## config.mk

```make
export PLATFORM = sky130hd
export DESIGN_NAME = rtbp_timer
export DESIGN_NICKNAME = d
export VERILOG_FILES = /design/src/rtbp_pkg.sv /design/src/rtbp_timer.sv
export SDC_FILE = /design/constraint.sdc
export NUM_CORES = 1
export LEC_CHECK = 0
export BUFFER_PORTS_ARGS = -buffer_cell sky130_fd_sc_hd__buf_2
export CORE_MARGIN = 2
export CORE_UTILIZATION = 55
export CTS_CLUSTER_SIZE = 30
export DETAILED_ROUTE_END_ITERATION = 7
export PLACE_DENSITY = 0.85
export SLEW_MARGIN = 20
export SYNTH_ARGS = -nofsm -noshare
export SYNTH_HDL_FRONTEND = slang
export SYNTH_SLANG_ARGS = --single-unit
```

## constraint.sdc

```tcl
create_clock -name core_clk -period 4.1 [get_ports core_clk]
set_input_delay 0.41 -clock core_clk [delete_from_list [all_inputs] [get_ports core_clk]]
set_output_delay 0.41 -clock core_clk [all_outputs]
set_load 0.005 [all_outputs]
```

## src/rtbp_pkg.sv

```systemverilog
/*
 * rtbp_pkg: shared constants, register offsets and carrier types for the reload timer
 * block with buzzer and pwm output.
 * assumes: a classic wishbone slave with 32-bit data and byte addressing.
 */
package rtbp_pkg;
	// ------------------------------------------------------------
	// register map (byte addresses = index * 4)
	// ------------------------------------------------------------
	localparam logic [7:0] RTBP_IDX_RELOAD = 8'hCD;
	localparam logic [7:0] RTBP_IDX_MODE = 8'hDA;
	localparam logic [7:0] RTBP_IDX_COUNT = 8'hDB;
	localparam logic [7:0] RTBP_IDX_FLAGS = 8'hDC;
	localparam logic [7:0] RTBP_RESET_BYTE = 8'h00;
	// ------------------------------------------------------------
	// mode register fields
	// ------------------------------------------------------------
	localparam int RTBP_MODE_PWM = 0;
	localparam int RTBP_MODE_TOGGLE = 1;
	localparam int RTBP_MODE_ALOAD = 2;
	localparam int RTBP_MODE_CKS = 3;
	localparam int RTBP_MODE_RATE_LO = 4;
	localparam int RTBP_MODE_ENB = 7;
	// flags register fields
	localparam int RTBP_FLAG_OVF = 0;
	localparam int RTBP_FLAG_IEN = 1;
	localparam int RTBP_FLAG_PINIRQ = 2;
	// ------------------------------------------------------------
	// counting constants
	// ------------------------------------------------------------
	localparam logic [7:0] RTBP_MASK_256 = 8'hFF;
	localparam logic [7:0] RTBP_MASK_64 = 8'h3F;
	localparam logic [7:0] RTBP_MASK_32 = 8'h1F;
	localparam logic [7:0] RTBP_MASK_16 = 8'h0F;
	localparam logic [7:0] RTBP_PRESCALE_RESET = 8'h00;

	// bus answer state
	typedef enum logic [1:0] {
		RTBP_BUS_IDLE = 2'b01,
		RTBP_BUS_ACK = 2'b10
	} rtbp_bus_type;

	// all register state of the block
	typedef struct packed {
		rtbp_bus_type bus;
		logic [31:0] rdata;
		logic [7:0] mode;
		logic [7:0] count;
		logic [7:0] hold;
		logic [7:0] reload;
		logic [7:0] presc;
		logic ovf;
		logic ien;
		logic pin_irq;
		logic ev_s1;
		logic ev_s2;
		logic ev_s3;
		logic buzz;
		logic pwm;
		logic enb_seen;
		logic wave_oe;
		logic wave_out;
		logic wake_en;
		logic ext_irq_en;
		logic irq;
	} rtbp_state_type;

	// wishbone request carrier
	typedef struct packed {
		logic cyc;
		logic stb;
		logic we;
		logic [3:0] sel;
		logic [31:0] adr;
		logic [31:0] dat;
	} rtbp_wb_req_type;
endpackage : rtbp_pkg

```

## src/rtbp_timer.sv

```systemverilog
/*
 * rtbp_timer: 8-bit up counter with double-buffered reload, event count, buzzer and pwm.
 * assumes: one clock core_clk, inputs synchronous except the event pin, which is
 * synchronised here; a classic wishbone master drives the registers.
 */
// Register access over Wishbone was left to the implementer.
`timescale 1ns/1ps
// Operation
// overflow loads count from active reload buffer; code loads count from the holding buffer (hold)
// reload write goes to holding buffer first
// software sets count equal reload before enabling
// overflow boundary 256, or 64/32/16 in pwm
// clock source bit selects event pin
// event mode counts each falling edge
// event overflow on full scale to zero
// event mode suppresses pin wake-up
// event mode blocks pin irq, flag zero
// toggle output inverts buzzer each overflow
// overflow sets flag, irq when enabled
// toggle enable routes buzzer to pin
// software keeps pwm off during buzzer use
// pwm enable with counter drives pwm on pin
// pwm count starts zero, high first
// pwm goes low when count equals reload
// new duty from next cycle, reload forced
// resolution pair selects 256/64/32/16
// software rescales duty on resolution change
// prescale select divides from 256 down to 2
// counter stops when enable bit is zero
// timer reload only with auto-reload bit
// event input synchronised before edge detect
module rtbp_timer (
	input wire logic core_clk,
	input wire logic rst_n,
	input rtbp_pkg::rtbp_wb_req_type wb_req,
	output logic [31:0] wb_dat_o,
	output logic wb_ack_o,
	input wire logic event_input_pin,
	input wire logic external_irq_input,
	input wire logic gpio_out,
	input wire logic gpio_oe,
	output logic wave_output_pin,
	output logic wave_output_oe,
	output logic pin_wake_enable,
	output logic external_irq_enable,
	output logic event_pin_irq_flag,
	output logic overflow_irq
);
	import rtbp_pkg::*;

	rtbp_state_type s_q;
	rtbp_state_type s_d;

	// ------------------------------------------------------------
	// helpers
	// ------------------------------------------------------------
	// boundary mask from resolution pair
	function automatic logic [7:0] bound_mask(input logic pwm_on, input logic [1:0] res);
		logic [7:0] m;
		m = RTBP_MASK_256;
		if (pwm_on) begin
			unique case (res)
				2'b00: m = RTBP_MASK_256;
				2'b01: m = RTBP_MASK_64;
				2'b10: m = RTBP_MASK_32;
				2'b11: m = RTBP_MASK_16;
			endcase
		end
		return m;
	endfunction : bound_mask

	// prescaler tap: 000 -> /256 ... 111 -> /2
	function automatic logic presc_tick(input logic [7:0] cnt, input logic [2:0] rate);
		logic [7:0] lim;
		lim = 8'hFF >> rate;
		return (cnt & lim) == lim;
	endfunction : presc_tick

	// byte address to register index
	function automatic logic [7:0] reg_index(input logic [31:0] adr);
		return adr[9:2];
	endfunction : reg_index

	logic ev_fall;
	logic tick;
	logic cnt_enb;
	logic cks;
	logic pwm_mode;
	logic [7:0] mask;
	logic at_top;
	logic ovf_evt;
	logic reload_on;
	logic bus_hit;
	logic bus_wr;
	logic [7:0] idx;
	logic [7:0] next_cnt;

	// ------------------------------------------------------------
	// next-state logic
	// ------------------------------------------------------------
	always_comb begin
		s_d = s_q;
		cnt_enb = s_q.mode[RTBP_MODE_ENB];
		cks = s_q.mode[RTBP_MODE_CKS];
		pwm_mode = s_q.mode[RTBP_MODE_PWM] & ~cks;
		mask = bound_mask(pwm_mode, {s_q.mode[RTBP_MODE_ALOAD], s_q.mode[RTBP_MODE_TOGGLE]});
		// synchroniser, second stage onward feeds edge detect
		s_d.ev_s1 = event_input_pin;
		s_d.ev_s2 = s_q.ev_s1;
		s_d.ev_s3 = s_q.ev_s2;
		ev_fall = s_q.ev_s3 & ~s_q.ev_s2;
		// prescaler runs freely while enabled
		s_d.presc = cnt_enb ? s_q.presc + 8'h01 : RTBP_PRESCALE_RESET;
		// clock source pick, rate ignored for event pin
		tick = cnt_enb & (cks ? ev_fall : presc_tick(s_q.presc, s_q.mode[6:4]));
		at_top = (s_q.count & mask) == mask;
		ovf_evt = tick & at_top;
		reload_on = pwm_mode | s_q.mode[RTBP_MODE_ALOAD];
		next_cnt = (s_q.count + 8'h01) & mask;
		if (tick) begin
			if (ovf_evt && pwm_mode) begin
				s_d.count = 8'h00;
			end else if (ovf_evt && reload_on) begin
				s_d.count = s_q.hold;
			end else begin
				s_d.count = next_cnt;
			end
		end
		// holding buffer moves to active buffer at overflow
		if (ovf_evt) begin
			s_d.reload = s_q.hold;
		end
		// buzzer toggles each overflow while the toggle bit is set and pwm mode is off
		if (ovf_evt && s_q.mode[RTBP_MODE_TOGGLE] && !pwm_mode) begin
			s_d.buzz = ~s_q.buzz;
		end
		// pwm: high at cycle start, low on match
		s_d.enb_seen = cnt_enb;
		if (pwm_mode && cnt_enb && !s_q.enb_seen) begin
			s_d.pwm = 1'b1;
			s_d.count = 8'h00;
		end else if (ovf_evt) begin
			s_d.pwm = 1'b1;
		end else if (tick && (next_cnt == (s_q.reload & mask))) begin
			s_d.pwm = 1'b0;
		end
		// bus decode
		idx = reg_index(wb_req.adr);
		bus_hit = wb_req.cyc & wb_req.stb & (s_q.bus == RTBP_BUS_IDLE);
		bus_wr = bus_hit & wb_req.we & wb_req.sel[0];
		unique case (s_q.bus)
			RTBP_BUS_IDLE: begin
				if (bus_hit) begin
					s_d.bus = RTBP_BUS_ACK;
				end
			end
			RTBP_BUS_ACK: begin
				s_d.bus = RTBP_BUS_IDLE;
			end
		endcase
		if (bus_wr) begin
			unique case (idx)
				RTBP_IDX_RELOAD: s_d.hold = wb_req.dat[7:0];
				RTBP_IDX_MODE: s_d.mode = wb_req.dat[7:0];
				RTBP_IDX_COUNT: s_d.count = wb_req.dat[7:0];
				RTBP_IDX_FLAGS: s_d.ien = wb_req.dat[RTBP_FLAG_IEN];
				default: s_d.ien = s_d.ien;
			endcase
		end
		// overflow flag: set wins over software clear
		if (bus_wr && idx == RTBP_IDX_FLAGS && !wb_req.dat[RTBP_FLAG_OVF]) begin
			s_d.ovf = 1'b0;
		end
		if (bus_wr && idx == RTBP_IDX_FLAGS && !wb_req.dat[RTBP_FLAG_PINIRQ]) begin
			s_d.pin_irq = 1'b0;
		end
		if (ovf_evt) begin
			s_d.ovf = 1'b1;
		end
		s_d.irq = s_d.ovf & s_d.ien;
		// pin external interrupt, blocked in event mode
		if (external_irq_input && !cks) begin
			s_d.pin_irq = 1'b1;
		end
		if (cks) begin
			s_d.pin_irq = 1'b0;
		end
		s_d.ext_irq_en = ~cks;
		s_d.wake_en = ~cks;
		// read data
		s_d.rdata = 32'h0000_0000;
		if (bus_hit && !wb_req.we) begin
			unique case (idx)
				RTBP_IDX_MODE: s_d.rdata = {24'h00_0000, s_q.mode};
				RTBP_IDX_COUNT: s_d.rdata = {24'h00_0000, s_q.count};
				RTBP_IDX_FLAGS: s_d.rdata = {29'h0, s_q.pin_irq, s_q.ien, s_q.ovf};
				default: s_d.rdata = 32'h0000_0000;
			endcase
		end
		// shared pin mux: pwm, then buzzer, else gpio
		if (s_q.mode[RTBP_MODE_PWM] && cnt_enb) begin
			s_d.wave_out = s_d.pwm;
			s_d.wave_oe = 1'b1;
		end else if (s_q.mode[RTBP_MODE_TOGGLE] && !s_q.mode[RTBP_MODE_PWM]) begin
			s_d.wave_out = s_d.buzz;
			s_d.wave_oe = 1'b1;
		end else begin
			s_d.wave_out = gpio_out;
			s_d.wave_oe = gpio_oe;
		end
	end

	// ------------------------------------------------------------
	// state register
	// ------------------------------------------------------------
	always_ff @(posedge core_clk or negedge rst_n) begin
		if (!rst_n) begin
			s_q <= '{bus: RTBP_BUS_IDLE, mode: RTBP_RESET_BYTE, count: RTBP_RESET_BYTE,
				hold: RTBP_RESET_BYTE, reload: RTBP_RESET_BYTE, presc: RTBP_PRESCALE_RESET,
				ev_s1: 1'b1, ev_s2: 1'b1, ev_s3: 1'b1, pwm: 1'b1, wake_en: 1'b1,
				ext_irq_en: 1'b1, default: '0};
		end else begin
			s_q <= s_d;
		end
	end

	// outputs from flip-flops
	assign wb_dat_o = s_q.rdata;
	assign wb_ack_o = (s_q.bus == RTBP_BUS_ACK);
	assign wave_output_pin = s_q.wave_out;
	assign wave_output_oe = s_q.wave_oe;
	assign pin_wake_enable = s_q.wake_en;
	assign external_irq_enable = s_q.ext_irq_en;
	assign event_pin_irq_flag = s_q.pin_irq;
	assign overflow_irq = s_q.irq;
endmodule : rtbp_timer

```

; ---- Word level (Yosys, flattened, before mapping)
; Cells that the tools add are included.
; W data, S select, Z words.
[totals]
regBits = 87
latchBits = 0
mem_bits_rw = 0
mem_bits_ro = 0
inputBits = 77
out_inout_bits = 39
wordCells = 106
n_memories = 0
[classes]
n_addsub = 2
multipliers = 0
div_mod_pow = 0
magnitude_cmp = 0
n_eq_ne = 13
shifts = 1
n_mux = 28
bitwise_logic = 17
reduce_logical = 25
[ops]
columns = operator, n
row1 = $mux W8, 9
row2 = $and A8 B8 Y8, 4
row3 = $eq A8 B8 Y1 const B, 4
row4 = $pmux W8 S4, 1
row5 = $eq A8 B8 Y1, 3
row6 = $pmux W8 S3, 1
row7 = $add A8 B1 Y8 const B, 2
row8 = $mux W16, 1
row9 = $logic_and A1 B1 Y1, 14
row10 = $mux W1, 12
row11 = $and A1 B1 Y1, 9
row12 = $shr A8 B3 Y8 const A, 1
row13 = $logic_not A1 Y1, 7
row14 = $eq A2 B2 Y1 const B, 3
row15 = $mux W2, 3
row16 = $eq A2 B1 Y1 const B, 2
row17 = $pmux W2 S2, 1
row18 = $reduce_and A2 Y1, 2
row19 = $not A1 Y1, 3
row20 = $reduce_bool A3 Y1, 1
row21 = $logic_not A2 Y1, 1
row22 = $ne A2 B2 Y1 const B, 1
row23 = $or A1 B1 Y1, 1

; ---- Depth between registers and ports, before layout
; Gate-level depths: netlist of run 1.
[logic_depth]
depth_word = 13
depth_mapped = 8
ltp_nobuf = 7

; ---- Worst setup path before layout of run 1
; No wires, ideal clock.
[synth_timing]
path_kind = register to register
startpoint = register s_q[38] (netlist bit)
endpoint = register s_q (netlist bit wave_output_pin)
setup_ns = 0.140
arrival_ns = 1.968
t_required_ns = 3.960
slack_ns = 1.992
stages_incl_launch_ff = 9
path_buffers = 1
cell_sequence = dfrtp_1 > ha_1 > and3_1 > buf_2 > xnor2_1 > a2111oi_0 > nand4_1 > o31ai_1 > o221ai_1
[synth_lines]
columns = item, line_no
row1 = from (decl), rtbp_timer.sv:51  ; rtbp_state_type s_q;
row2 = from (signal assigned), rtbp_timer.sv:218  ; s_q <= '{bus: RTBP_BUS_IDLE, mode: RTBP_RESET_BYTE, count: RTBP_RESET_BYTE,

==> results of run 1 <==
## sequential cells by signal (all words and copies together) (netlist names)
register	cells
wave_output_oe	1
cnt_enb	1
s_d	2
cks	1
s_q	46
overflow_irq	1
external_irq_enable	1
wave_output_pin	1
event_pin_irq_flag	1
wb_dat_o	8
## layout by cell type, fill, tap and decap left out, types with 3 or more instances in the layout
cell type                  Yosys  layout
sky130_fd_sc_hd__and2_1        3       3
sky130_fd_sc_hd__o21ai_0       9       9
sky130_fd_sc_hd__nand3_1      15      15
sky130_fd_sc_hd__inv_1         8       8
sky130_fd_sc_hd__a22o_1        3       3
sky130_fd_sc_hd__a21oi_1      11      11
sky130_fd_sc_hd__buf_2         6      40
sky130_fd_sc_hd__o221ai_1      3       3
sky130_fd_sc_hd__nor2_1       32      32
sky130_fd_sc_hd__or2_2         3       3
sky130_fd_sc_hd__clkinv_4      0       3
sky130_fd_sc_hd__xor2_1        7       7
sky130_fd_sc_hd__mux2_2       29      29
sky130_fd_sc_hd__and3_1        6       6
sky130_fd_sc_hd__conb_1        1      24
sky130_fd_sc_hd__nand2b_1      3       3
sky130_fd_sc_hd__clkbuf_8      0       9
sky130_fd_sc_hd__nor3b_1       3       3
sky130_fd_sc_hd__xnor2_1      11      11
sky130_fd_sc_hd__o211ai_1      6       6
sky130_fd_sc_hd__nand4_1       7       7
sky130_fd_sc_hd__a22oi_1       5       5
sky130_fd_sc_hd__nor2b_1       4       4
sky130_fd_sc_hd__nand2_1      24      24
sky130_fd_sc_hd__mux2i_1       8       8
sky130_fd_sc_hd__dfstp_2       6       6
sky130_fd_sc_hd__dfrtp_1      57      57
sky130_fd_sc_hd__a31oi_1       3       3
sky130_fd_sc_hd__nand3b_1      4       4
## path summary, 6_finish.rpt
check / from / endpoint / slack, ps / depth (start not counted)
worst max-delay path: s_q[38] / wave_output_pin / 1640 / 7
worst min-delay path: event_input_pin / s_d[9] / 160 / 1
worst max register to register: s_q[38] / wave_output_pin / 1640 / 7
worst min register to register: s_d[9] / s_d[8] / 360 / 0
max in group asynchronous: rst_n / s_q[42] / 3350 / 2
min in group asynchronous: rst_n / event_pin_irq_flag / 220 / 2
## report_power, final
part | switching [mW] | internal, mW | leakage, nW
Combinational | 0.0448 | 0.0323 | 0.813
Clock | 0.251 | 0.281 | 0.0992
Sequential | 0.00900 | 0.640 | 0.838
Total | 0.305 | 0.954 | 1.75
## worst max-delay path, stage by stage (launching register included)
cell and delay (ps):
sky130_fd_sc_hd__dfrtp_1 470, sky130_fd_sc_hd__ha_1 310, sky130_fd_sc_hd__and3_1 270, sky130_fd_sc_hd__xnor2_1 160, sky130_fd_sc_hd__a2111oi_0 450, sky130_fd_sc_hd__nand4_1 190
sky130_fd_sc_hd__o31ai_1 330, sky130_fd_sc_hd__o221ai_1 150
## cells by family (layout without fill, tap and decap cells)
kind of cell | after synthesis | in the layout | synth area share
multiplexers | 37 | 37 | 0.115
AO/OA/AOI/OAI | 55 | 55 | 0.108
other | 1 | 24 | 0.00106
buffers and inverters | 59 | 66 | 0.103
XOR/XNOR | 20 | 20 | 0.0572
adder cells (fa/ha/maj) | 2 | 2 | 0.00706
flip-flops | 63 | 63 | 0.447
AND/OR/NAND/NOR | 113 | 113 | 0.162
## metal layers
layer | wire, um | track usage
met2 | 3560 | 0.354
met3 | 336 | 0.0374
met5 | 0 | 0
met4 | 226 | 0.135
met1 | 3170 | 0.287
## area by class of cell
type                    count  area [um2]  area share
inverters                   8        30.0     0.00789
flip-flops and latches     63        1580       0.416
well taps                  77        96.3      0.0253
clock inverters             7        73.8      0.0194
multi-input cells         251        1680       0.442
clock buffers               9         124      0.0325
repair buffers             42         215      0.0565
## through the flow
stage | cells | hold slack (ps) | worst slack, ps | total power, mW | instance area [um2]
2_1_floorplan | 373 | 114 | 1990 | 0.713 | 3630
6_report | 457 | 165 | 1640 | 1.26 | 3810
3_3_place_gp | 441 | 347 | 1700 | 0.734 | 3610
5_1_grt | 457 | 149 | 1430 | 1.31 | 3810
3_5_place_dp | 441 | 351 | 1650 | 0.738 | 3610
4_1_cts | 457 | 151 | 1630 | 1.27 | 3810
==> parameters.txt, run 1 <==
Parameter                              Value

Run status
  Run status    finished, final reports clean

STA
  Fraction of the cycle the final worst path needs    0.600
  Slew HR    0.477
  Unrepaired setup endpoints after global routing    no
  Number of failing setup endpoints in the final timing report    0
  Peak Freq    0.406 GHz
  Final Critical Period    2460 ps
  Post-Route Setup TNS    0 ps
  Worst slew pin tran    784 ps
  Slew Limit Fails    0
  Skew final    a little over 9 ps
  Number of hold-slack violations in the final timing report    0

Clocking
  CTS tree    done
  CTS root buf    sky130_fd_sc_hd__clkbuf_8
  Number of cells upsized or downsized after cts    0
  Total clock sinks    63
  Maximum clock path buffer count    2
  Skew-Pair Late Insertion Delay    roughly 350 ps
  Clock Pin Slew Worst Setup and Hold Paths    70 ps
  Buffers inserted by post-CTS timing repair    0
  Post-cts hold buffer count    0
  Num CTS Buffers    9
  Number of H-tree levels    3

Die
  Number of ports placed on the die boundary    116
  Starting utilization of the core area    0.565
  Number of cell rows    29
  Floorplan core area    6280 um2
  Horizontal extent of the die    84.3 um
  Area enclosed by the die boundary    7110 um2
  Die H    84.3 um

Global routing
  Pin count of the biggest net entering global routing    64
  Number of antenna violations at the first check in global routing    0
  Tot GR Track Use    0.223
  Number of global-route vias before repair    2,524
  Global-route wire length before repair    12.3 mm
  Congestion Overflow GR    0

Placed design
  HPWL Detailed    between 5 and 6 mm
  IO buf count    40
  Gpl congestion    0.886

Drt
  Final wirelength    7.29 mm
  Remaining number of nets flagged by the antenna check after routing    0
  Number of vias in the routed layout    between 2k and 3k
  Initial drt markers    243
  Residual DRC count    0
  Wire length per cell after detailed routing    around 16 um
  Number of optimization iterations in the first detailed-route pass    4
  Avg Vias per Cell    5.66

Synthesis
  Post-synth top area share    0.402
  Mapped cell area    3550 um2
  Fraction of registers with async set/reset    1.00
  Number of distinct standard cells referenced by the synthesized netlist    52
  Instance count of the mapped netlist    350
  Leading register cell type out of synthesis    sky130_fd_sc_hd__dfrtp_1
  Number of enable-type register cells in the synthesized netlist    0
  Post-synthesis sequential area ratio    0.447
  Top-count cell post-synth    sky130_fd_sc_hd__dfrtp_1
  Post-Synthesis Mean Instance Area    roughly 10 um2
  Cell types with the highest counts after synthesis    57 x sky130_fd_sc_hd__dfrtp_1, 34 x sky130_fd_sc_hd__buf_4, 32 x sky130_fd_sc_hd__nor2_1
  Post-synthesis register bit count    63
  Cells taking the most area after synthesis    sky130_fd_sc_hd__dfrtp_1 40%, sky130_fd_sc_hd__mux2_2 9.2%, sky130_fd_sc_hd__buf_4 7.2%
  Post-synthesis cell type with the largest combined area    sky130_fd_sc_hd__dfrtp_1
  Total of warnings raised by yosys    0

Setup path
  CP Capture Type    flip-flop
  Largest fanout on the critical path    7
  CP arrival    2680 ps
  Worst Setup Start Kind    flip-flop
  Setup CP Type    reg2reg
  Data required time of the worst path    4310 ps

Finish
  Number of antenna repair diodes    0
  Post-Route Utilization    0.607
  Nets    454
  Final-layout fill cell count    517
  Layout area overhead    7.37%
  Ratio of cells with drive above 1 in the final layout    0.263

Job
  Number of max-cap violations    0

Pwr
  PD cells    around 330 nW/um2
  Cell leakage power    1.75 nW
  Worst voltage drop across the vdd grid    232 uV

Hold path
  Tightest Hold Check Type    in2reg
Note: power is estimated with default switching activity, not from simulation.
==> inputs of run 2 (changes only) <==
--- a/config.mk
+++ b/config.mk
@@ -7,10 +7,10 @@
 export LEC_CHECK = 0
 export BUFFER_PORTS_ARGS = -buffer_cell sky130_fd_sc_hd__buf_2
 export CORE_MARGIN = 2
-export CORE_UTILIZATION = 55
+export CORE_UTILIZATION = 46
 export CTS_CLUSTER_SIZE = 30
 export DETAILED_ROUTE_END_ITERATION = 7
-export PLACE_DENSITY = 0.85
+export PLACE_DENSITY = 0.76
 export SLEW_MARGIN = 20
 export SYNTH_ARGS = -nofsm -noshare
 export SYNTH_HDL_FRONTEND = slang
==> constraint.sdc (replaced) <==
create_clock -name core_clk -period 2 [get_ports core_clk]
set_input_delay 0.2 -clock core_clk [delete_from_list [all_inputs] [get_ports core_clk]]
set_output_delay 0.2 -clock core_clk [all_outputs]
set_load 0.005 [all_outputs]
==> parameters.txt, run 2 (synthesis results as in run 1) <==
Parameter                              Value

Finish
  Ratio of cells with drive above 1 in the final layout    0.385
  Biggest register    s_q
  Most frequent standard cell in the layout excluding fill and tap cells    sky130_fd_sc_hd__dfrtp_1
  Number of antenna repair diodes    0
  Max reg flops    46
  Sequential cell area    1590 um2
  Layout area overhead    23.0%
  Nets    slightly above 500
  Number of cells in the finished layout apart from fillers    between 500 and 600
  Final-layout fill cell count    about 660
  Commonest cells after routing, fill and taps aside    54 x sky130_fd_sc_hd__dfrtp_1, 48 x sky130_fd_sc_hd__buf_4, 40 x sky130_fd_sc_hd__buf_2, 31 x sky130_fd_sc_hd__nor2_1
  Post-Route Utilization    0.574
  Total area of multi-input combinational cells    approximately 1800 um2

Die
  Number of ports placed on the die boundary    116
  Number of cell rows    32
  Floorplan core area    7610 um2
  Area enclosed by the die boundary    8430 um2
  Horizontal extent of the die    between 90 and 100 um
  Starting utilization of the core area    0.466
  Die H    91.8 um

Hold path
  Worst Hold End    wave_output_oe
  Hold Crit Depth    3
  Hold Startpoint    gpio_oe
  Tightest Hold Check Type    in2reg

STA
  Worst slew pin tran    529 ps
  Peak Freq    0.491 GHz
  Final Critical Period    2040 ps
  Slew Limit Fails    0
  Worst Slack Setup Final    -35.7 ps
  Number of hold-slack violations in the final timing report    0
  Number of failing setup endpoints in the final timing report    1
  Slew HR    0.647
  Unrepaired setup endpoints after global routing    yes
  Fraction of the cycle the final worst path needs    1.02
  Skew final    13.5 ps
  Minimum hold slack    35.5 ps

Drt
  Residual DRC count    0
  Met3 wire len    394 um
  Avg Vias per Cell    5.33
  Met1 wire length    about 3.7 mm
  Total met2 wirelength after detailed routing    4.10 mm
  Initial drt markers    200
  Remaining number of nets flagged by the antenna check after routing    0
  Final wirelength    ~8.4 mm
  Highest metal layer with signal wires    met4
  Number of vias in the routed layout    2,829
  Wire length per cell after detailed routing    approximately 16 um
  Number of optimization iterations in the first detailed-route pass    7

Setup path
  Setup CP Type    reg2reg
  Startpoint of the worst-slack reg-to-reg timing path    s_q[38]
  Data required time of the worst path    2220 ps
  Worst-case register-to-register setup slack    -40 ps
  Worst Setup Start Kind    flip-flop
  CP arrival    2250 ps
  Destination of the worst register-to-register timing path    wave_output_pin
  CP Capture Type    flip-flop
  Largest fanout on the critical path    4
  Number of cells on the worst reg-to-reg path    7

Clocking
  Clock Pin Slew Worst Setup and Hold Paths    70 ps
  Num CTS Buffers    9
  Maximum clock path buffer count    2
  CTS tree    done
  Number of H-tree levels    3
  Skew-Pair Late Insertion Delay    350 ps
  Total clock sinks    63
  CTS root buf    sky130_fd_sc_hd__clkbuf_8

Pwr
  Cell leakage power    roughly 2 nW
  PD cells    about 600 nW/um2
  Worst voltage drop across the vdd grid    440 uV

Run status
  Violated checks    negative setup slack
  Run status    finished with violations

Global routing
  Congestion Overflow GR    0
  Global-route wire length before repair    13.5 mm
  Pin count of the biggest net entering global routing    25
  Number of antenna violations at the first check in global routing    0
  Number of global-route vias before repair    2,804
  Tot GR Track Use    0.207

Placed design
  HPWL Detailed    between 6 and 7 mm
  Gpl congestion    between 0.9 and 1
  Cell Count Post-Placement    510
  IO buf count    40

Job
  Number of max-cap violations    0
[run 2: cell count changes in the layout (fill, tap and decap cells not counted), sizes merged]
cell	previous run	this run
buf	42	89
clkbuf	9	13
clkinv	5	1
dlygate4sd3	0	2
[run 2: layout make-up]
cell class / instances / area share
inverters: 8 / 0.00688
multi-input cells: 251 / 0.416
flip-flops and latches: 63 / 0.364
repair buffers: 91 / 0.138
well taps: 102 / 0.0293
clock buffers: 13 / 0.0364
clock inverters: 3 / 0.00975
[run 2: power breakdown]
part           total [mW]  internal, mW  switching (mW)  leakage, nW
registers            1.33          1.31          0.0184        0.833
logic               0.170        0.0735          0.0966         1.07
clock network        1.12         0.642           0.482       0.0996
total                2.63          2.03           0.597         2.01
[run 2: through the flow]
step / cell area, um2 / total power [mW] / TNS (ps) / setup WS [ps]
2_1_floorplan: 3640 / 1.46 / 0 / 0.717
3_3_place_gp: 3990 / 1.51 / -269 / -66.1
3_5_place_dp: 3990 / 1.52 / -519 / -126
4_1_cts: 4240 / 2.65 / -41.7 / -41.7
5_1_grt: 4360 / 2.73 / -578 / -108
6_report: 4360 / 2.63 / -35.7 / -35.7
[run 2: worst max-delay path by stage]
stage                        from               to  slack, ps  cells after the start
final                     s_q[38]  wave_output_pin        -40                      7
after global routing      s_q[38]  wave_output_pin       -110                      7
after CTS                 s_q[38]  wave_output_pin        -40                      7
after detailed placement  s_q[38]  wave_output_pin       -130                      7
after global placement    s_q[38]  wave_output_pin        -70                      7
after floorplan           s_q[38]  wave_output_pin        0.7                      8
[run 2: what timing repair did]
action	in CTS	in global routing
pin swaps	1	2
hold endpoints to repair	20	0
resized for setup	6	25
setup endpoints to repair	11	20
hold buffers	2	0
setup buffers	1	2
[run 2: layer usage]
| layer | vias to the layer above | global-route usage |
|---|---|---|
| met5 | - | 0 |
| met4 | 0 | 0.118 |
| met3 | 21 | 0.0435 |
| met2 | 93 | 0.326 |
| met1 | 1392 | 0.267 |
| li1 | 1323 | - |
[run 2: worst max-delay path, cell delays in order, from the launching register on]
cell	delay [ps]
sky130_fd_sc_hd__dfrtp_1	430
sky130_fd_sc_hd__ha_2	210
sky130_fd_sc_hd__and3_4	190
sky130_fd_sc_hd__xnor2_2	130
sky130_fd_sc_hd__a2111oi_2	330
sky130_fd_sc_hd__nand4_1	200
sky130_fd_sc_hd__o31ai_2	260
sky130_fd_sc_hd__o221ai_1	150
